### src/inc/ulsie_map.svh
// Register offsets, field positions, reset values and counts of the serial channel
`ifndef ULSIE_MAP_SVH
`define ULSIE_MAP_SVH
`define ULSIE_OFS_DATA      4'h0
`define ULSIE_OFS_IMASK     4'h1
`define ULSIE_OFS_LFMT      4'h2
`define ULSIE_OFS_LCOND     4'h3
`define ULSIE_OFS_DIVLO     4'h4
`define ULSIE_OFS_DIVHI     4'h5
`define ULSIE_OFS_NINE      4'h6
`define ULSIE_OFS_ENH       4'h7
`define ULSIE_OFS_MODE      4'h8
`define ULSIE_OFS_SPC0      4'h9
`define ULSIE_OFS_SPC3      4'hC
`define ULSIE_OFS_STOP2     4'hD
`define ULSIE_OFS_STOP1     4'hE
`define ULSIE_OFS_EVENT     4'hF
`define ULSIE_LFMT_RESET    8'h03
`define ULSIE_DIV_RESET     16'h0010
`define ULSIE_UNLOCK_VAL    8'hBF
`define ULSIE_LF_DLAB       7
`define ULSIE_LF_BREAK      6
`define ULSIE_LF_PAR_EN     3
`define ULSIE_LF_STOP       2
`define ULSIE_ENH_ON        4
`define ULSIE_ENH_STOP2     5
`define ULSIE_MODE_BYTE     0
`define ULSIE_MODE_750      1
`define ULSIE_MODE_GMASK    2
`define ULSIE_MODE_IR       3
`define ULSIE_QDEPTH        4
`define ULSIE_QDEPTH_W      3'h4
`endif

### src/inc/ulsie_pkg.sv
// Types shared by the serial channel line logic
package ulsie_pkg;
   typedef struct packed {
      logic       brk;
      logic       ferr;
      logic       perr;
      logic [8:0] data;
   } ulsie_rx_entry_t;

   typedef enum logic [2:0] {
      TX_IDLE  = 3'b000,
      TX_START = 3'b001,
      TX_DATA  = 3'b010,
      TX_PAR   = 3'b011,
      TX_STOP  = 3'b100
   } ulsie_tx_state_t;

   typedef enum logic [2:0] {
      RX_IDLE  = 3'b000,
      RX_START = 3'b001,
      RX_DATA  = 3'b010,
      RX_PAR   = 3'b011,
      RX_STOP  = 3'b100,
      RX_BRKW  = 3'b101
   } ulsie_rx_state_t;
endpackage : ulsie_pkg

### src/logic/ulsie_channel.sv
// Line format, line condition and interrupt mask logic of one serial channel
//
// The placing of the registers and the plain strobed port are this design's own decisions.
`timescale 1ns/1ps
`default_nettype none
`include "ulsie_map.svh"

module ulsie_channel (
   // Clock and reset
   input  wire logic       sys_clk,
   input  wire logic       rst,
   // Register port
   input  wire logic [3:0] reg_addr,
   input  wire logic [7:0] reg_wdata,
   input  wire logic       reg_wr,
   input  wire logic       reg_rd,
   output var  logic [7:0] reg_rdata,
   // Serial line
   input  wire logic       serial_in,
   output var  logic       serial_out,
   // Event sources from neighbouring channel logic
   input  wire logic       modem_change,
   input  wire logic       rts_change,
   input  wire logic       cts_change,
   // Channel outputs
   output var  logic       irq,
   output var  logic       sleep_request
);
   logic [7:0]  line_format;
   logic [7:0]  interrupt_mask;
   logic [15:0] divisor;
   logic [7:0]  nine_bit_control;
   logic [7:0]  enhanced_features;
   logic [7:0]  mode_ctrl;
   logic [7:0]  spc [0:3];
   logic [7:0]  second_stop_char;
   logic [7:0]  stop_char;
   logic        overrun;
   logic        err_summary;
   logic        head_seen;
   logic        spc_event;

   // Receive queue
   ulsie_pkg::ulsie_rx_entry_t rxq [0:`ULSIE_QDEPTH-1];
   logic [1:0] rx_wp;
   logic [1:0] rx_rp;
   logic [2:0] rx_cnt;
   // Transmit queue
   logic [8:0] txq [0:`ULSIE_QDEPTH-1];
   logic [1:0] tx_wp;
   logic [1:0] tx_rp;
   logic [2:0] tx_cnt;

   // Configuration decode
   wire nine     = nine_bit_control[0];
   wire enh      = enhanced_features[`ULSIE_ENH_ON];
   wire byte_md  = mode_ctrl[`ULSIE_MODE_BYTE];
   wire par_en   = line_format[`ULSIE_LF_PAR_EN] & ~nine;
   wire [1:0] par_typ = line_format[5:4];
   wire [3:0] nbits = nine ? 4'h9 : {2'b00, line_format[1:0]} + 4'h5;
   // Stop length in half bits: 2, 3 for 5-bit, 4 otherwise
   wire [2:0] stop_halves = ~line_format[`ULSIE_LF_STOP] ? 3'h2 :
                            (!nine && line_format[1:0] == 2'b00) ? 3'h3 : 3'h4;
   wire [15:0] div_eff  = (divisor == 16'h0000) ? 16'h0001 : divisor;
   wire [15:0] half_div = (div_eff[15:1] == 15'h0000) ? 16'h0001 : {1'b0, div_eff[15:1]};
   wire [2:0] rx_cap    = byte_md ? 3'h1 : `ULSIE_QDEPTH_W;

   // Register access decode
   wire dlab   = line_format[`ULSIE_LF_DLAB];
   wire wr_at_data  = reg_wr && reg_addr == `ULSIE_OFS_DATA;
   wire rd_at_data  = reg_rd && reg_addr == `ULSIE_OFS_DATA;
   wire rd_at_lcond = reg_rd && reg_addr == `ULSIE_OFS_LCOND;
   wire rd_at_event = reg_rd && reg_addr == `ULSIE_OFS_EVENT;
   wire wr_divlo    = reg_wr && reg_addr == `ULSIE_OFS_DIVLO && dlab;
   wire wr_divhi    = reg_wr && reg_addr == `ULSIE_OFS_DIVHI && dlab;
   wire spc_wr      = reg_wr && reg_addr >= `ULSIE_OFS_SPC0 && reg_addr <= `ULSIE_OFS_SPC3;
   wire [1:0] spc_idx = 2'(reg_addr - `ULSIE_OFS_SPC0);

   // Receive queue status and transmit queue empty
   wire rx_empty = (rx_cnt == 3'h0);
   wire rx_full  = (rx_cnt >= rx_cap);
   ulsie_pkg::ulsie_rx_entry_t head;
   assign head = rxq[rx_rp];
   wire rx_pop   = rd_at_data && !rx_empty;
   wire hd_pe    = nine ? (!rx_empty && head.data[8]) : (!rx_empty && head.perr && !head_seen);
   wire hd_fe    = !rx_empty && head.ferr && !head_seen;
   wire hd_bi    = !rx_empty && head.brk && !head_seen;
   wire tx_empty = (tx_cnt == 3'h0);

   // Transmitter
   ulsie_pkg::ulsie_tx_state_t tx_st;
   logic [15:0] tx_tmr;
   logic [3:0]  tx_bit;
   logic [2:0]  tx_half;
   logic [8:0]  tx_sh;
   logic        tx_line;
   wire tx_tick  = (tx_tmr == 16'h0000);
   wire tx_load  = (tx_st == ulsie_pkg::TX_IDLE) && !tx_empty;
   wire tx_push  = wr_at_data && (tx_cnt < `ULSIE_QDEPTH_W);
   wire tx_idle  = tx_empty && (tx_st == ulsie_pkg::TX_IDLE);
   wire [8:0] tx_mask = 9'h1FF >> (4'h9 - nbits);
   wire tx_par   = par_typ[1] ? ~par_typ[0] : ^((tx_sh & tx_mask) ^ {8'h00, ~par_typ[0]});

   // Receiver
   ulsie_pkg::ulsie_rx_state_t rx_st;
   logic [15:0] rx_tmr;
   logic [3:0]  rx_bit;
   logic [8:0]  rx_sh;
   logic        rx_zero;
   logic        rx_pbit;
   wire rx_tick  = (rx_tmr == 16'h0000);
   wire [8:0] rx_data = rx_sh & tx_mask;
   wire rx_pexp  = par_typ[1] ? ~par_typ[0] : ^(rx_data ^ {8'h00, ~par_typ[0]});
   wire rx_perr  = par_en && (rx_pbit != rx_pexp);
   wire rx_done  = (rx_st == ulsie_pkg::RX_STOP) && rx_tick;
   wire rx_brk   = rx_done && rx_zero && !serial_in;
   wire rx_ferr  = rx_done && !serial_in && !rx_brk;
   wire rx_push  = rx_done && !rx_full;
   wire rx_ovr   = rx_done && rx_full;
   ulsie_pkg::ulsie_rx_entry_t rx_new;
   assign rx_new = '{brk: rx_brk, ferr: rx_ferr, perr: rx_perr && !rx_brk,
                     data: rx_brk ? 9'h000 : rx_data};
   wire rx_bad   = rx_brk || rx_ferr || (rx_perr && !nine);

   // Special character detection on each completed character that is pushed into the receive queue
   wire [7:0] rc = rx_data[7:0];
   wire spc_hit  = (rc == spc[0]) || (rc == spc[1]) || (rc == spc[2]) || (rc == spc[3]);
   wire nine_spc = nine && interrupt_mask[5] && spc_hit;
   wire enh_spc  = !nine && enh && interrupt_mask[5] &&
                   ((enhanced_features[3:0] != 4'h0 && rc == stop_char) ||
                    (enhanced_features[`ULSIE_ENH_STOP2] && rc == second_stop_char));
   wire spc_set  = rx_push && (nine_spc || enh_spc);

   // Interrupt sources
   wire src_rx   = interrupt_mask[0] && !rx_empty;
   wire src_tx   = interrupt_mask[1] && tx_empty;
   wire src_ms   = interrupt_mask[3] && modem_change;
   wire src_ls   = interrupt_mask[2] && (overrun || hd_pe || hd_fe || hd_bi);
   wire src_rts  = rts_change && (!enh || interrupt_mask[6]);
   wire src_cts  = cts_change && (!enh || interrupt_mask[7]);
   wire any_src  = src_rx || src_tx || src_ms || src_ls || spc_event || src_rts || src_cts;
   wire next_irq = mode_ctrl[`ULSIE_MODE_GMASK] && any_src;
   wire next_sleep = interrupt_mask[4] ||
                     (mode_ctrl[`ULSIE_MODE_750] && !nine && interrupt_mask[5]);

   // Read data selection
   wire [7:0] lcond = {err_summary, tx_idle, tx_empty, hd_bi, hd_fe, hd_pe, overrun, !rx_empty};
   logic [7:0] rd_mux;
   always_comb begin
      case (reg_addr)
         `ULSIE_OFS_DATA:  rd_mux = rx_empty ? 8'h00 : head.data[7:0];
         `ULSIE_OFS_IMASK: rd_mux = interrupt_mask;
         `ULSIE_OFS_LFMT:  rd_mux = line_format;
         `ULSIE_OFS_LCOND: rd_mux = lcond;
         `ULSIE_OFS_DIVLO: rd_mux = dlab ? divisor[7:0] : 8'h00;
         `ULSIE_OFS_DIVHI: rd_mux = dlab ? divisor[15:8] : 8'h00;
         `ULSIE_OFS_NINE:  rd_mux = nine_bit_control;
         `ULSIE_OFS_ENH:   rd_mux = enhanced_features;
         `ULSIE_OFS_MODE:  rd_mux = mode_ctrl;
         `ULSIE_OFS_STOP2: rd_mux = second_stop_char;
         `ULSIE_OFS_STOP1: rd_mux = stop_char;
         `ULSIE_OFS_EVENT: rd_mux = {7'h00, spc_event};
         default:          rd_mux = spc[spc_idx];
      endcase
   end

   // Register writes
   always_ff @(posedge sys_clk) begin
      if (rst) begin
         line_format       <= `ULSIE_LFMT_RESET;
         interrupt_mask    <= 8'h00;
         divisor           <= `ULSIE_DIV_RESET;
         nine_bit_control  <= 8'h00;
         enhanced_features <= 8'h00;
         mode_ctrl         <= 8'h00;
         second_stop_char  <= 8'h00;
         stop_char         <= 8'h00;
      end else if (reg_wr) begin
         case (reg_addr)
            `ULSIE_OFS_LFMT: begin
               if (reg_wdata == `ULSIE_UNLOCK_VAL)
                  line_format <= {1'b1, line_format[6:0]};
               else
                  line_format <= reg_wdata;
            end
            `ULSIE_OFS_IMASK: interrupt_mask    <= reg_wdata;
            `ULSIE_OFS_NINE:  nine_bit_control  <= reg_wdata;
            `ULSIE_OFS_ENH:   enhanced_features <= reg_wdata;
            `ULSIE_OFS_MODE:  mode_ctrl         <= reg_wdata;
            `ULSIE_OFS_STOP2: second_stop_char  <= reg_wdata;
            `ULSIE_OFS_STOP1: stop_char         <= reg_wdata;
            default: begin
               if (wr_divlo)
                  divisor[7:0] <= reg_wdata;
               if (wr_divhi)
                  divisor[15:8] <= reg_wdata;
            end
         endcase
      end
   end

   always_ff @(posedge sys_clk) begin
      if (rst) begin
         spc[0] <= 8'h00;
         spc[1] <= 8'h00;
         spc[2] <= 8'h00;
         spc[3] <= 8'h00;
      end else if (spc_wr) begin
         spc[spc_idx] <= reg_wdata;
      end
   end

   // Sticky flags: a setting event in the clearing cycle wins
   always_ff @(posedge sys_clk) begin
      if (rst) begin
         overrun     <= 1'b0;
         err_summary <= 1'b0;
         spc_event   <= 1'b0;
      end else begin
         overrun     <= rx_ovr || (overrun && !rd_at_lcond);
         err_summary <= !byte_md && ((rx_push && rx_bad) || (err_summary && !rd_at_lcond));
         spc_event   <= spc_set || (spc_event && !rd_at_event);
      end
   end

   // Head flags show once per character; a status read hides them until the next pop, except the nine-bit ninth bit in the pe position
   always_ff @(posedge sys_clk) begin
      if (rst)
         head_seen <= 1'b0;
      else if (rx_pop)
         head_seen <= 1'b0;
      else if (rd_at_lcond && !rx_empty)
         head_seen <= 1'b1;
   end

   // Receive queue storage
   always_ff @(posedge sys_clk) begin
      if (rx_push)
         rxq[rx_wp] <= rx_new;
   end

   always_ff @(posedge sys_clk) begin
      if (rst) begin
         rx_wp  <= 2'h0;
         rx_rp  <= 2'h0;
         rx_cnt <= 3'h0;
      end else begin
         if (rx_push)
            rx_wp <= rx_wp + 2'h1;
         if (rx_pop)
            rx_rp <= rx_rp + 2'h1;
         rx_cnt <= rx_cnt + {2'b00, rx_push} - {2'b00, rx_pop};
      end
   end

   // Transmit queue: writes to a full queue are dropped
   always_ff @(posedge sys_clk) begin
      if (tx_push)
         txq[tx_wp] <= {1'b0, reg_wdata};
   end

   always_ff @(posedge sys_clk) begin
      if (rst) begin
         tx_wp  <= 2'h0;
         tx_rp  <= 2'h0;
         tx_cnt <= 3'h0;
      end else begin
         if (tx_push)
            tx_wp <= tx_wp + 2'h1;
         if (tx_load)
            tx_rp <= tx_rp + 2'h1;
         tx_cnt <= tx_cnt + {2'b00, tx_push} - {2'b00, tx_load};
      end
   end

   // Transmit sequencer; ninth bit of a nine-bit character is sent as zero
   always_ff @(posedge sys_clk) begin
      if (rst) begin
         tx_st   <= ulsie_pkg::TX_IDLE;
         tx_tmr  <= 16'h0000;
         tx_bit  <= 4'h0;
         tx_half <= 3'h0;
         tx_sh   <= 9'h000;
         tx_line <= 1'b1;
      end else begin
         case (tx_st)
            ulsie_pkg::TX_IDLE: begin
               tx_line <= 1'b1;
               if (tx_load) begin
                  tx_sh   <= txq[tx_rp];
                  tx_line <= 1'b0;
                  tx_tmr  <= div_eff - 16'h0001;
                  tx_st   <= ulsie_pkg::TX_START;
               end
            end
            ulsie_pkg::TX_START: begin
               tx_tmr <= tx_tick ? div_eff - 16'h0001 : tx_tmr - 16'h0001;
               if (tx_tick) begin
                  tx_line <= tx_sh[0];
                  tx_bit  <= 4'h1;
                  tx_st   <= ulsie_pkg::TX_DATA;
               end
            end
            ulsie_pkg::TX_DATA: begin
               tx_tmr <= tx_tick ? div_eff - 16'h0001 : tx_tmr - 16'h0001;
               if (tx_tick) begin
                  tx_bit <= tx_bit + 4'h1;
                  if (tx_bit < nbits) begin
                     tx_line <= tx_sh[tx_bit];
                  end else if (par_en) begin
                     tx_line <= tx_par;
                     tx_st   <= ulsie_pkg::TX_PAR;
                  end else begin
                     tx_line <= 1'b1;
                     tx_half <= stop_halves;
                     tx_tmr  <= half_div - 16'h0001;
                     tx_st   <= ulsie_pkg::TX_STOP;
                  end
               end
            end
            ulsie_pkg::TX_PAR: begin
               tx_tmr <= tx_tick ? half_div - 16'h0001 : tx_tmr - 16'h0001;
               if (tx_tick) begin
                  tx_line <= 1'b1;
                  tx_half <= stop_halves;
                  tx_st   <= ulsie_pkg::TX_STOP;
               end
            end
            ulsie_pkg::TX_STOP: begin
               tx_tmr <= tx_tick ? half_div - 16'h0001 : tx_tmr - 16'h0001;
               if (tx_tick) begin
                  tx_half <= tx_half - 3'h1;
                  if (tx_half == 3'h1)
                     tx_st <= ulsie_pkg::TX_IDLE;
               end
            end
            default: tx_st <= ulsie_pkg::TX_IDLE;
         endcase
      end
   end

   // Receive sequencer; a character is still framed when the queue is full
   always_ff @(posedge sys_clk) begin
      if (rst) begin
         rx_st   <= ulsie_pkg::RX_IDLE;
         rx_tmr  <= 16'h0000;
         rx_bit  <= 4'h0;
         rx_sh   <= 9'h000;
         rx_zero <= 1'b0;
         rx_pbit <= 1'b0;
      end else begin
         rx_tmr <= rx_tick ? div_eff - 16'h0001 : rx_tmr - 16'h0001;
         case (rx_st)
            ulsie_pkg::RX_IDLE: begin
               if (!serial_in) begin
                  rx_tmr <= half_div - 16'h0001;
                  rx_st  <= ulsie_pkg::RX_START;
               end
            end
            ulsie_pkg::RX_START: begin
               if (rx_tick) begin
                  rx_st   <= serial_in ? ulsie_pkg::RX_IDLE : ulsie_pkg::RX_DATA;
                  rx_bit  <= 4'h0;
                  rx_sh   <= 9'h000;
                  rx_zero <= 1'b1;
                  rx_pbit <= 1'b0;
               end
            end
            ulsie_pkg::RX_DATA: begin
               if (rx_tick) begin
                  rx_sh[rx_bit] <= serial_in;
                  rx_zero <= rx_zero && !serial_in;
                  rx_bit  <= rx_bit + 4'h1;
                  if (rx_bit == nbits - 4'h1)
                     rx_st <= par_en ? ulsie_pkg::RX_PAR : ulsie_pkg::RX_STOP;
               end
            end
            ulsie_pkg::RX_PAR: begin
               if (rx_tick) begin
                  rx_pbit <= serial_in;
                  rx_zero <= rx_zero && !serial_in;
                  rx_st   <= ulsie_pkg::RX_STOP;
               end
            end
            ulsie_pkg::RX_STOP: begin
               if (rx_tick) begin
                  rx_bit  <= 4'h0;
                  rx_sh   <= 9'h000;
                  rx_zero <= 1'b1;
                  rx_pbit <= 1'b0;
                  if (rx_brk)
                     rx_st <= ulsie_pkg::RX_BRKW;
                  else if (rx_ferr)
                     rx_st <= ulsie_pkg::RX_DATA;
                  else
                     rx_st <= ulsie_pkg::RX_IDLE;
               end
            end
            ulsie_pkg::RX_BRKW: begin
               if (serial_in)
                  rx_st <= ulsie_pkg::RX_IDLE;
            end
            default: rx_st <= ulsie_pkg::RX_IDLE;
         endcase
      end
   end

   // Output flops; the break bit of line_format holds serial_out low
   always_ff @(posedge sys_clk) begin
      if (rst) begin
         serial_out    <= 1'b1;
         reg_rdata     <= 8'h00;
         irq           <= 1'b0;
         sleep_request <= 1'b0;
      end else begin
         serial_out    <= tx_line && !line_format[`ULSIE_LF_BREAK];
         reg_rdata     <= reg_rd ? rd_mux : 8'h00;
         irq           <= next_irq;
         sleep_request <= next_sleep;
      end
   end
endmodule : ulsie_channel
`default_nettype wire

### config.mk
export PLATFORM = sky130hd
export DESIGN_NAME = ulsie_channel
export DESIGN_NICKNAME = d
export VERILOG_FILES = /design/src/inc/ulsie_pkg.sv /design/src/logic/ulsie_channel.sv
export VERILOG_INCLUDE_DIRS = /design/src /design/src/inc
export SDC_FILE = /design/constraint.sdc
export NUM_CORES = 1
export LEC_CHECK = 0
export BUFFER_PORTS_ARGS = -buffer_cell sky130_fd_sc_hd__buf_2
export CAP_MARGIN = 40
export CORE_UTILIZATION = 40
export CTS_CLUSTER_SIZE = 20
export DETAILED_ROUTE_END_ITERATION = 8
export PLACE_DENSITY = 0.63
export SLEW_MARGIN = 20
export SYNTH_ARGS = -nofsm -noshare
export SYNTH_HDL_FRONTEND = slang
export SYNTH_SLANG_ARGS = --single-unit
### constraint.sdc
create_clock -name sys_clk -period 9.67 [get_ports sys_clk]
set_clock_uncertainty 0.2 [all_clocks]
set_input_delay 0.4835 -clock sys_clk [delete_from_list [all_inputs] [get_ports sys_clk]]
set_output_delay 0.4835 -clock sys_clk [all_outputs]
set_load 0.02 [all_outputs]
# Word-level counts from Yosys, hierarchy flattened
# Memory sizes are Yosys's and may differ from the RTL's. A register that Yosys moved wholly into a read port is not among the register bits.
# Cells that the tools add are included.
# word_totals
register_bits,171
ram_bits,112
input_bits,20
n_memories,3
# op_classes
add_sub_neg,19
magnitude_cmp,8
eq_ne,47
n_shift,1
mux,92
bitwise,10
reduce_logical,139
# memory_table
memory,depth,width,rd,rd_ports_with_merged_regs,wr,line,rtl
rxq,4,12,1,1,1,ulsie_channel.sv:44,ulsie_pkg::ulsie_rx_entry_t rxq [0:`ULSIE_QDEPTH-1];
spc,4,8,5,0,4,ulsie_channel.sv:35,logic [7:0] spc [0:3];
txq,4,8,1,1,1,ulsie_channel.sv:49,logic [8:0] txq [0:`ULSIE_QDEPTH-1];
# ops
cell,n
2-to-1 mux 16 bit,10
case mux 8 bit (12 select lines),1
2-to-1 mux 3 bit,24
case mux 16 bit (4 select lines),1
logical AND 1 bit,58
== test 8 bit,6
zero test 16 bit,3
"subtractor 16 x 1 -> 16 bit, second input constant",3
2-to-1 mux 8 bit,5
"inequality test 2 bit, second input constant",15
2-to-1 mux 9 bit,3
2-to-1 mux 1 bit,25
logical OR 1 bit,22
AND reduction 3 bit,7
2-to-1 mux 4 bit,5
AND 9 bit,2
case mux 3 bit (6 select lines),1
case mux 9 bit (2 select lines),1
AND reduction 2 bit,9
XOR reduction 9 bit,2
XOR 9 x 1 -> 9 bit,2
"== test 4 x 3 -> 1 bit, second input constant",4
"== test 4 bit, second input constant",4
case mux 4 bit (2 select lines),2
other kinds (52),101

# Depth between registers and ports, before layout
# Gate-level depths: netlist (run 1).
# depth
ltp_word,15
mapped_depth,16

# Least setup slack after synthesis (run 1)
# Ideal clock, no wire load.
# synth_timing
path_type,input-to-reg
startpoint,input port reg_addr[0]
endpoint,register rx_cnt[2]
setup_time_ns,0.128
arrival_ns,3.205
required_time_ns,9.342
setup_slack_ns,6.138
path_stages,16
path_buffers,3
path_cell_list,buf_1 -> inv_1 -> ha_1 -> clkbuf_1 -> nand2_1 -> nor2_1 -> and2_0 -> clkbuf_1 -> ha_1 -> inv_1 -> ha_1 -> inv_1 -> fa_1 -> xor2_1 -> xnor2_1 -> nor2_1
# synth_via
elab_chain_len,4
# synth_rtl
item,line,rtl
start: declaration,ulsie_channel.sv:13,"input wire logic [3:0] reg_addr,"
zero test 4 bit,n/a,
logical AND 1 bit (no source line),n/a,
logical AND 1 bit,ulsie_channel.sv:84,wire rx_pop = rd_at_data && !rx_empty;
via rx_pop,ulsie_channel.sv:84,
subtractor 3 x 1 -> 3 bit,ulsie_channel.sv:252,"rx_cnt <= rx_cnt + {2'b00, rx_push} - {2'b00, rx_pop};"
end signal: assignment,ulsie_channel.sv:252,
end: declaration,ulsie_channel.sv:47,logic [2:0] rx_cnt;
# The timed path passes the listed nets, and every way through them passes these cells.
# A chain may end at the register's enable or synchronous reset.

# Worst setup path in the final report (run 1)
# layout_timing
startpoint,register nine_bit_control[0]
endpoint,register spc_event
# layout_via
elab_chain_len,12
elab_cells_between_ends,25
cone_classes,1 x add/sub; 6 x eq/ne; 1 x shift; 1 x mux; 1 x bitwise; 15 x reduce/logical
# layout_rtl
item,line,rtl
start: declaration,ulsie_channel.sv:32,logic [7:0] nine_bit_control;
start signal: assignment,ulsie_channel.sv:187,`ULSIE_OFS_NINE: nine_bit_control <= reg_wdata;
2-to-1 mux 4 bit,ulsie_channel.sv:60,"wire [3:0] nbits = nine ? 4'h9 : {2'b00, line_format[1:0]} + 4'h5;"
subtractor 4 bit,ulsie_channel.sv:101,wire [8:0] tx_mask = 9'h1FF >> (4'h9 - nbits);
right shift 9 x 4 -> 9 bit,ulsie_channel.sv:101,
AND 9 bit,ulsie_channel.sv:112,wire [8:0] rx_data = rx_sh & tx_mask;
== test 8 bit,ulsie_channel.sv:127,wire spc_hit = (rc == spc[0]) || (rc == spc[1]) || (rc == spc[2]) || (rc == spc[3]);
logical OR 1 bit (3 in series),ulsie_channel.sv:127,
logical AND 1 bit,ulsie_channel.sv:128,wire nine_spc = nine && interrupt_mask[5] && spc_hit;
logical OR 1 bit *,ulsie_channel.sv:132,wire spc_set = rx_push && (nine_spc || enh_spc);
logical AND 1 bit *,ulsie_channel.sv:132,
logical OR 1 bit *,ulsie_channel.sv:222,spc_event <= spc_set || (spc_event && !rd_at_event);
end signal: assignment,ulsie_channel.sv:222,
end: declaration,ulsie_channel.sv:41,logic spc_event;
# Every way passes the cells marked *; elsewhere a longest branch is shown, timed or not.

==> flow_summary_export.csv, run 1 <==
group,metric,value,unit
cts,clock_sink_count,284,
synth,post_synth.cell_area_avg,9.41,µm²
synth,synth_edf_count,112,
cells_and_area,synthToLayoutAreaGrowth,9.95,%
synth,number_of_flip_flops_and_latches_in_the_synthesized_netlist,284,
cells_and_area,fin_nets,1670,
cells_and_area,layout-drive-gt1-share,9.99,%
global_routing,global_route.usage.total,22.6,%
sta,hold_violations,0,
synth,syn_inst,1637,
floorplan,fp-row-count,71,
worst_setup_path,critical_path_required,9.95,ns
sta,setup-violations-final,0,
sta,timing.max_slew.rel_slack,42.0,%
min_path,min_path_cells,2,
cts,ctsHtreeMaxLevel,1,
floorplan,floorplan.die.height,198,µm
pwr,seq_power_share,38.1,%
pwr,power_density,231,nW/µm²
detailed_routing,drt-vias-per-instance,5.84,
detailed_routing,route.antenna.remaining_nets,0,
worst_setup_path,critPathCaptureType,"flop",
pwr,power.switching,0.00136,W
floorplan,boundaryPins,31,
global_routing,overflow_after_grt,0,
worst_setup_path,rr_worst_depth,11,
detailed_routing,firstDrtPassIters,7,
placement,postPlaceCellArea,15900,µm²
floorplan,placeableCoreArea,37800,µm²
pwr,swShare,34.8,%
detailed_routing,avgRoutedWirePerCell,20.7,µm
global_routing,grt_start_max_net_pins,78,
sta,setup_slack,5.62,ns
cells_and_area,post-route-cell-area,16900,µm²
synth,synth_area,15400,µm²
sta,fin_setup_tns,0,ns
sta,post-route-period-util,41.9,%
worst_setup_path,path_max_fanout,18,
global_routing,grt_antenna_before_repair,1,
synth,ys_types,81,
worst_setup_path,critical_path_cell_list,"inv_1, nand2_1, inv_1, ha_1, inv_1, nand3_1, xnor2_1, nor4_1, nand4_1, a211o_1, a311oi_1",
pwr,power_frac_clock,31.0,%
worst_setup_path,critical_path_cell_count,11,
sta,grt_setup_unrepaired,"false",
synth,dominantRegCellSynth,"sky130_fd_sc_hd__dfxtp_1",
global_routing,number_of_global_route_vias_before_repair,11700,
run,drv.max_cap_violation_count,0,
sta,slew_viol_final,0,
cts,postCtsSetupRepairBufs,0,
placement,placement.io_buffers,30,
pwr,p_comb_share,30.9,%
sta,achievable-frequency,0.247,GHz
synth,synth_seq_area_share,44.2,%
cts,post_cts_gate_resize_count,0,
worst_setup_path,criticalPathCategory,"flop to flop",
detailed_routing,first_iter_violations,1250,
synth,yosys_warnings,0,
cts,worst_skew_pair.late_latency,0.57,ns
worst_setup_path,cp-start-kind,"flop",
floorplan,die_area,39300,µm²
synth,syn_nets,1699,
sta,final_worst_path_period_need,4.05,ns
cells_and_area,final-seq-area,6810,µm²
worst_setup_path,regToRegSetupSlack,5.62,ns
worst_setup_path,cp_slowest_stage_delay,0.61,ns
min_path,hold_class,"input port to flop",
worst_setup_path,arrival,4.33,ns
sta,tightest_slew,0.870,ns
sta,fin_worst_hold_slack,0.0882,ns
detailed_routing,finalWirelength,44300,µm
floorplan,fp.dieW,198,µm
worst_setup_path,crit_top_cell,"sky130_fd_sc_hd__inv_1",
synth,postSynth.asyncResetShare,0,%
worst_setup_path,critPathBufInv,3,
placement,dp_wirelength,31200,µm
cts,cts_hold_buf,0,
placement,pre_cts_ws,5.55,ns
cts,path_clk_slew,0.07,ns
floorplan,floorplan.initialDensity,40.8,%
pwr,design_power_total,0.00391,W
pwr,ir_worst_vdd,0.159,mV
cts,bufs_on_longest_clock_path,3,
cts,cts-buffers-inserted,30,
cells_and_area,num-fill-cells,3619,
detailed_routing,post-route-drc-count,0,
global_routing,grt_first_pass_wirelength,68100,µm
worst_setup_path,cell_family_with_the_largest_share_of_critical_path_delay,"simple AND/OR/NAND/NOR gates",
placement,globalplace.congestion,0.942,
cells_and_area,multi_input_comb_area,7950,µm²
cells_and_area,num_antenna_cells,0,
worst_setup_path,cell_type_of_the_slowest_stage_on_the_worst_timing_path,"sky130_fd_sc_hd__dfxtp_1",
pwr,cell_internal_pwr,0.00255,W
detailed_routing,vias,12500,
pwr,leakage,5.76,nW
cts,cts_tree,"done",
cts,clk_root_buffer_cell,"sky130_fd_sc_hd__clkbuf_16",
status,result_of_the_run,"finished clean",
state kept, by name, indices dropped and copies added, names as in the netlist, 8 cells and up, named ones only:
signal and cells:
rxq 48, spc 32, txq 32, divisor 16, rx_tmr 16, tx_tmr 16
rx_sh 9, enhanced_features 8, interrupt_mask 8, line_format 8, mode_ctrl 8, nine_bit_control 8
reg_rdata 8, second_stop_char 8, stop_char 8, tx_sh 8
power groups by stage:
stage	logic [W]	clock network [W]	registers, W
after floorplan	0.000950	0	0.00144
after global placement	0.00115	0	0.00151
after detailed placement	0.00117	0	0.00151
after CTS	0.00118	0.00123	0.00149
after global routing	0.00133	0.00128	0.00151
final	0.00121	0.00121	0.00149
routing by layer:
metal | vias to the layer above | wire length (µm) | GRT usage (%)
met1 | 6076 | 18900 | 30.5
li1 | 5857 | - | -
met3 | 92 | 3640 | 4.16
met2 | 498 | 20300 | 36.0
met4 | 2 | 1480 | 8.27
met5 | - | 11 | 0
stage by stage:
| step | std cells | util (%) |
|---|---|---|
| 2_1_floorplan | 1637 | - |
| 3_3_place_gp | 2081 | 41.9 |
| 3_5_place_dp | 2084 | 42.0 |
| 4_1_cts | 2140 | 44.7 |
| 5_1_grt | 2143 | 44.8 |
| 6_report | 2143 | 44.8 |
cells in the mapped netlist, types with 29 or more instances:
library cell | number | share of area, %
sky130_fd_sc_hd__and2_1 | 44 | 1.8
sky130_fd_sc_hd__nor3_1 | 33 | 1.1
sky130_fd_sc_hd__mux4_2 | 31 | 4.5
sky130_fd_sc_hd__xnor2_1 | 79 | 4.5
sky130_fd_sc_hd__edfxtp_1 | 112 | 22
sky130_fd_sc_hd__o21ai_0 | 44 | 1.4
sky130_fd_sc_hd__nand3_1 | 52 | 1.7
sky130_fd_sc_hd__inv_1 | 49 | 1.2
sky130_fd_sc_hd__nor2_1 | 141 | 3.4
sky130_fd_sc_hd__xor2_1 | 29 | 1.6
sky130_fd_sc_hd__dfxtp_1 | 172 | 22
sky130_fd_sc_hd__clkbuf_1 | 77 | 1.9
sky130_fd_sc_hd__nand2_1 | 194 | 4.7
sky130_fd_sc_hd__ha_1 | 40 | 3.3
sky130_fd_sc_hd__a21oi_1 | 143 | 4.6
sky130_fd_sc_hd__mux2i_1 | 32 | 2.1
cell usage in the layout (no fill, tap or decap), drive strengths merged, types with 48 or more instances in the layout:
cell      n
nand2   194
buf      48
dfxtp   172
inv      50
xnor2    79
a21oi   144
edfxtp  112
nor2    144
nand3    53
cell type report:
| class | instances | area share (%) |
|---|---|---|
| Clock buffer | 38 | 4.92 |
| Timing Repair Buffer | 49 | 1.86 |
| Clock inverter | 18 | 1.21 |
| Multi-Input combinational cell | 1194 | 46.9 |
| Sequential cell | 284 | 40.2 |
| Tap cell | 511 | 3.78 |
| Inverter | 49 | 1.09 |
cell families after synthesis:
logic type / Yosys count / synth area share, %
xor+xnor: 110 / 6.44
mux: 68 / 6.98
fa+ha+maj: 42 / 3.51
simple gates: 616 / 19.7
compound gates: 358 / 15.0
flops: 284 / 44.2
buf+inv: 159 / 4.23
final timing paths:
path | end | from
worst max-delay path | spc_event$_SDFF_PP0_ | nine_bit_control[0]$_SDFFE_PP0P_
worst min-delay path | rx_zero$_SDFFE_PP0P_ | serial_in
worst max register to register | spc_event$_SDFF_PP0_ | nine_bit_control[0]$_SDFFE_PP0P_
worst min register to register | enhanced_features[6]$_SDFFE_PP0P_ | enhanced_features[6]$_SDFFE_PP0P_
Note: power is estimated with default switching activity, not from simulation.
==> run 2: changes to the inputs <==
==> constraint.sdc (replaced) <==
create_clock -name sys_clk -period 3.85 [get_ports sys_clk]
set_clock_uncertainty 0.2 [all_clocks]
set_input_delay 0.1925 -clock sys_clk [delete_from_list [all_inputs] [get_ports sys_clk]]
set_output_delay 0.1925 -clock sys_clk [all_outputs]
set_load 0.02 [all_outputs]
==> flow_summary_export.csv, run 2 (synthesized netlist as in run 1, its figures left out) <==
group,metric,value,unit
cts,path_clk_slew,0.06,ns
floorplan,floorplan.die.height,198,µm
placement,dp_wirelength,31800,µm
cells_and_area,num_antenna_cells,0,
cells_and_area,largest_register_ff_count,48,
sta,fin_setup_tns,0,ns
detailed_routing,firstDrtPassIters,6,
sta,tightest_slew,0.762,ns
placement,placement.io_buffers,30,
worst_setup_path,critPathCaptureType,"flop",
cells_and_area,fin_nets,1717,
worst_setup_path,criticalPathCategory,"flop to flop",
cells_and_area,register_ranked_first_by_flip_flop_count,"rxq",
cts,clk_root_buffer_cell,"sky130_fd_sc_hd__clkbuf_16",
detailed_routing,route.antenna.remaining_nets,0,
pwr,p_comb_share,30.2,%
worst_setup_path,arrival,3.64,ns
pwr,power_frac_clock,32.9,%
detailed_routing,post-route-drc-count,0,
global_routing,grt_start_max_net_pins,76,
pwr,power_density,584,nW/µm²
sta,post-route-period-util,93.7,%
sta,hold_violations,0,
cts,clock_sink_count,284,
floorplan,fp-row-count,71,
floorplan,fp.dieW,198,µm
cells_and_area,layout.core_utilization,46.1,%
cts,worst_skew_pair.late_latency,0.53,ns
pwr,cell_internal_pwr,0.00666,W
detailed_routing,avgRoutedWirePerCell,20.5,µm
min_path,hold_class,"input port to flop",
global_routing,grt_first_pass_wirelength,70000,µm
detailed_routing,drt-vias-per-instance,5.78,
floorplan,placeableCoreArea,37800,µm²
pwr,swShare,34.4,%
placement,globalplace.congestion,0.900,
sta,achievable-frequency,0.277,GHz
cts,bufs_on_longest_clock_path,3,
floorplan,floorplan.initialDensity,40.8,%
worst_setup_path,cp-start-kind,"flop",
cells_and_area,layout-drive-gt1-share,11.7,%
floorplan,boundaryPins,31,
detailed_routing,finalWirelength,45000,µm
cells_and_area,layout.cells.most_common_list,"sky130_fd_sc_hd__nand2_1 (194), sky130_fd_sc_hd__dfxtp_1 (172), sky130_fd_sc_hd__a21oi_1 (143), sky130_fd_sc_hd__nor2_1 (141), sky130_fd_sc_hd__edfxtp_1 (112)",
global_routing,global_route.usage.total,23.1,%
status,result_of_the_run,"finished clean",
pwr,ir_worst_vdd,0.320,mV
cts,cts-buffers-inserted,34,
cts,cts_tree,"done",
sta,timing.max_slew.rel_slack,48.5,%
sta,setup-violations-final,0,
sta,final_worst_path_period_need,3.61,ns
pwr,power.switching,0.00349,W
cells_and_area,biggestRegsByFlops,"rxq: 48 flops, spc: 32 flops, txq: 32 flops",
detailed_routing,first_iter_violations,1288,
pwr,leakage,6.04,nW
cells_and_area,synthToLayoutAreaGrowth,13.0,%
detailed_routing,vias,12700,
pwr,seq_power_share,36.9,%
cells_and_area,most_common_library_cell_in_the_layout_ignoring_fill_and_taps,"sky130_fd_sc_hd__nand2_1",
global_routing,number_of_global_route_vias_before_repair,12200,
sta,slew_viol_final,0,
global_routing,overflow_after_grt,0,
global_routing,grt_antenna_before_repair,0,
worst_setup_path,critical_path_required,3.88,ns
cts,ctsHtreeMaxLevel,2,
floorplan,die_area,39300,µm²
sta,grt_setup_unrepaired,"false",
worst_setup_path,path_max_fanout,14,
run,drv.max_cap_violation_count,0,
==> run 2: cell count changes in the layout (fill, tap and decap cells not counted), sizes merged <==
cell         before  now
clkinv            6    5
buf              48   81
clkinvlp          7    3
clkbuf           39   48
dlygate4sd3       0   11
inv              50   51
bufinv            4    3
==> run 2: power groups by stage <==
stage          registers (W)  logic (W)  clock network (W)
2_1_floorplan        0.00362    0.00239                  0
3_3_place_gp         0.00380    0.00296                  0
3_5_place_dp         0.00381    0.00300                  0
4_1_cts              0.00375    0.00304            0.00339
5_1_grt              0.00379    0.00339            0.00351
6_report             0.00375    0.00306            0.00334
==> run 2: metrics by stage <==
stage               cells  instance area, µm²  setup WS [ns]  hold WS (ns)  total power (W)
floorplan            1637               15400          0.609        0.0914          0.00601
global placement     2118               16100          0.336         0.242          0.00676
detailed placement   2119               16100          0.222         0.246          0.00681
CTS                  2191               17400          0.210        0.0607           0.0102
global route         2191               17400        0.00824        0.0865           0.0107
finish               2191               17400          0.241        0.0740           0.0102
==> run 2: area by class of cell <==
class | instances | area (µm²)
Inverter | 49 | 184
Clock inverter | 13 | 156
Sequential cell | 284 | 6810
Multi-Input combinational cell | 1194 | 7950
Fill cell | 3582 | 20400
Tap cell | 511 | 639
Timing Repair Buffer | 92 | 649
Clock buffer | 48 | 1010
==> run 2: repair_timing <==
| action | 4_1_cts | 5_1_grt |
|---|---|---|
| hold endpoints to repair | 123 | 0 |
| buffers inserted | 0 | 0 |
| hold buffers | 11 | 0 |
| gates resized for setup | 0 | 1 |
| setup endpoints to repair | 0 | 4 |
==> run 2: worst paths after layout <==
path	start	end	slack [ns]	cells past startpoint
setup / recovery	line_format[0]$_SDFFE_PP1P_	rxq[0][9]$_DFFE_PP_	0.24	11
hold / removal	reg_addr[3]	reg_rdata[2]$_SDFF_PP0_	0.07	5
setup reg to reg	line_format[0]$_SDFFE_PP1P_	rxq[0][9]$_DFFE_PP_	0.24	11
hold reg to reg	enhanced_features[6]$_SDFFE_PP0P_	enhanced_features[6]$_SDFFE_PP0P_	0.26	2
==> run 2: per-layer routing <==
metal	global-route usage [%]	vias to the layer above	share of wire [%]
li1	-	5952	-
met1	30.5	6096	43
met2	37.4	493	46
met3	3.92	113	7.1
met4	9.62	0	4.0
met5	0	-	0
==> run 2: worst max-delay path: stages, from the launching register on <==
cell and delay, ns:
sky130_fd_sc_hd__dfxtp_1 0.41, sky130_fd_sc_hd__inv_1 0.09, sky130_fd_sc_hd__ha_1 0.28, sky130_fd_sc_hd__nand2_1 0.15, sky130_fd_sc_hd__ha_1 0.48, sky130_fd_sc_hd__nor4bb_2 0.43, sky130_fd_sc_hd__a21o_1 0.13, sky130_fd_sc_hd__o311ai_0 0.17
sky130_fd_sc_hd__o211ai_1 0.24, sky130_fd_sc_hd__mux2_2 0.35, sky130_fd_sc_hd__nor3_1 0.24, sky130_fd_sc_hd__nor3_1 0.14
==> run 3: changes to the inputs <==
--- a/config.mk
+++ b/config.mk
@@ -12,6 +12,7 @@
 export CTS_CLUSTER_SIZE = 20
 export DETAILED_ROUTE_END_ITERATION = 8
 export PLACE_DENSITY = 0.63
+export RECOVER_POWER = 50
 export SLEW_MARGIN = 20
 export SYNTH_ARGS = -nofsm -noshare
 export SYNTH_HDL_FRONTEND = slang
==> constraint.sdc (replaced) <==
create_clock -name sys_clk -period 4.7 [get_ports sys_clk]
set_clock_uncertainty 0.2 [all_clocks]
set_input_delay 0.235 -clock sys_clk [delete_from_list [all_inputs] [get_ports sys_clk]]
set_output_delay 0.235 -clock sys_clk [all_outputs]
set_load 0.02 [all_outputs]
==> flow_summary_export.csv, run 3 (synthesized netlist as in run 1, its figures left out) <==
group,metric,value,unit
status,result_of_the_run,"finished with violations",
status,failed_checks,"capacitance limit, slew limit",
cts,postCtsSetupRepairBufs,0,
min_path,hold_class,"input port to flop",
cts,clock_sink_count,284,
detailed_routing,avgRoutedWirePerCell,20.8,µm
cells_and_area,largest_register_ff_count,48,
detailed_routing,firstDrtPassIters,5,
worst_setup_path,path_max_fanout,14,
worst_setup_path,cp-start-kind,"flop",
sta,grt_setup_unrepaired,"false",
pwr,leakage,5.77,nW
floorplan,floorplan.initialDensity,40.8,%
pwr,power.switching,0.00281,W
cells_and_area,layout.core_utilization,45.2,%
sta,hold_violations,0,
placement,placement.io_buffers,30,
detailed_routing,first_iter_violations,1275,
detailed_routing,topRoutingLayerUsed,"met4",
worst_setup_path,critical_path_required,4.82,ns
worst_setup_path,criticalPathCategory,"flop to flop",
global_routing,grt_antenna_before_repair,0,
worst_setup_path,cp_slowest_stage_delay,0.48,ns
worst_setup_path,critPathCaptureType,"flop",
floorplan,fp.dieW,198,µm
detailed_routing,wl_met3,2860,µm
worst_setup_path,cell_family_with_the_largest_share_of_critical_path_delay,"simple AND/OR/NAND/NOR gates",
pwr,ir_worst_vdd,0.373,mV
global_routing,grt_start_max_net_pins,126,
placement,postPlaceCellArea,16000,µm²
detailed_routing,vias,12600,
pwr,p_comb_share,31.2,%
sta,setup-violations-final,0,
cts,cts-buffers-inserted,31,
cts,clk_root_buffer_cell,"sky130_fd_sc_hd__clkbuf_16",
detailed_routing,route.antenna.remaining_nets,0,
floorplan,placeableCoreArea,37800,µm²
floorplan,die_area,39300,µm²
pwr,design_power_total,0.00811,W
cts,post_cts_gate_resize_count,0,
global_routing,global_route.usage.total,23.3,%
placement,dp_wirelength,32000,µm
detailed_routing,finalWirelength,45200,µm
placement,globalplace.congestion,0.927,
cells_and_area,fin_nets,1692,
cells_and_area,biggestRegsByFlops,"rxq: 48 flops, spc: 32 flops, txq: 32 flops",
cts,bufs_on_longest_clock_path,3,
detailed_routing,route.met2.wl,20700,µm
sta,slew_viol_final,126,
cells_and_area,num-fill-cells,3654,
global_routing,grt_first_pass_wirelength,71000,µm
pwr,seq_power_share,37.9,%
pwr,power_density,475,nW/µm²
sta,timing.max_slew.rel_slack,-89.5,%
worst_setup_path,critPathBufInv,1,
worst_setup_path,cell_type_of_the_slowest_stage_on_the_worst_timing_path,"sky130_fd_sc_hd__ha_1",
worst_setup_path,critical_path_cell_list,"ha_1, nor2_1, inv_1, ha_1, nand2b_1, xnor2_1, xnor3_1, nand2b_1, mux2i_1, nor3_1, nor3_1",
detailed_routing,post-route-drc-count,0,
cts,cts_hold_buf,12,
cells_and_area,synthToLayoutAreaGrowth,10.9,%
floorplan,floorplan.die.height,198,µm
worst_setup_path,arrival,4.03,ns
cells_and_area,post-route-cell-area,17100,µm²
sta,achievable-frequency,0.256,GHz
sta,fin_setup_tns,0,ns
cts,worst_skew_pair.late_latency,0.58,ns
cts,path_clk_slew,0.06,ns
cells_and_area,layout-drive-gt1-share,8.34,%
sta,post-route-period-util,83.1,%
detailed_routing,met1Wirelength,20100,µm
sta,final_worst_path_period_need,3.91,ns
detailed_routing,drt-vias-per-instance,5.83,
cells_and_area,register_ranked_first_by_flip_flop_count,"rxq",
cts,ctsHtreeMaxLevel,1,
global_routing,overflow_after_grt,0,
pwr,power_frac_clock,30.9,%
floorplan,boundaryPins,31,
global_routing,number_of_global_route_vias_before_repair,12100,
cells_and_area,layout.cells.most_common_list,"sky130_fd_sc_hd__nand2_1 (194), sky130_fd_sc_hd__dfxtp_1 (172), sky130_fd_sc_hd__a21oi_1 (143), sky130_fd_sc_hd__nor2_1 (141), sky130_fd_sc_hd__edfxtp_1 (112)",
cts,cts_tree,"done",
floorplan,fp-row-count,71,
pwr,cell_internal_pwr,0.00530,W
run,drv.max_cap_violation_count,1,
pwr,swShare,34.7,%
sta,tightest_slew,2.84,ns
cells_and_area,most_common_library_cell_in_the_layout_ignoring_fill_and_taps,"sky130_fd_sc_hd__nand2_1",
run 3: cell count changes in the layout (fill, tap and decap cells not counted), sizes merged:
cell and delta:
buf -51, clkbuf +26, clkinvlp -3, clkinv +2, bufinv +1, diode +1
dlygate4sd3 +1, inv -1
run 3: worst paths after layout:
kind / from / to / slack, ns / cells after the start
hold / removal: modem_change / irq$_SDFF_PP0_ / 0.05 / 3
setup / recovery: line_format[0]$_SDFFE_PP1P_ / rxq[0][9]$_DFFE_PP_ / 0.79 / 11
hold reg to reg: enhanced_features[6]$_SDFFE_PP0P_ / enhanced_features[6]$_SDFFE_PP0P_ / 0.25 / 2
setup reg to reg: line_format[0]$_SDFFE_PP1P_ / rxq[0][9]$_DFFE_PP_ / 0.79 / 11
run 3: power by group through the flow:
stage	clock network (W)	logic [W]	registers, W
CTS	0.00254	0.00251	0.00307
global route	0.00264	0.00281	0.00311
global placement	0	0.00241	0.00311
floorplan	0	0.00195	0.00297
detailed placement	0	0.00249	0.00312
finish	0.00250	0.00253	0.00307
run 3: layout make-up:
type / count / area, µm² / area share [%]
clock buffer: 46 / 876 / 5.13
sequential: 284 / 6810 / 39.9
inverter: 49 / 184 / 1.08
antenna: 1 / 2.50 / 0.0147
clock inverter: 12 / 161 / 0.945
timing repair buffer: 70 / 467 / 2.73
tap: 511 / 639 / 3.74
multi-input combinational: 1194 / 7940 / 46.5
run 3: per-layer routing:
metal	up-vias	GRT usage [%]
met3	99	3.39
met1	6166	32.4
met5	-	0
met2	464	36.9
met4	0	8.27
li1	5896	-
run 3: per-stage QoR:
step	hold WS, ns	std cells	worst slack [ns]
final	0.0515	2167	0.795
after global routing	0.0970	2166	0.605
after CTS	0.0290	2165	0.882
after detailed placement	0.248	2095	0.896
after global placement	0.242	2092	1.07
after floorplan	0.134	1637	1.42
run 3: tightest hold or removal path: stages:
cell and delay [ns]:
sky130_fd_sc_hd__buf_2 0.08, sky130_fd_sc_hd__a221oi_1 0.08, sky130_fd_sc_hd__a311oi_1 0.35
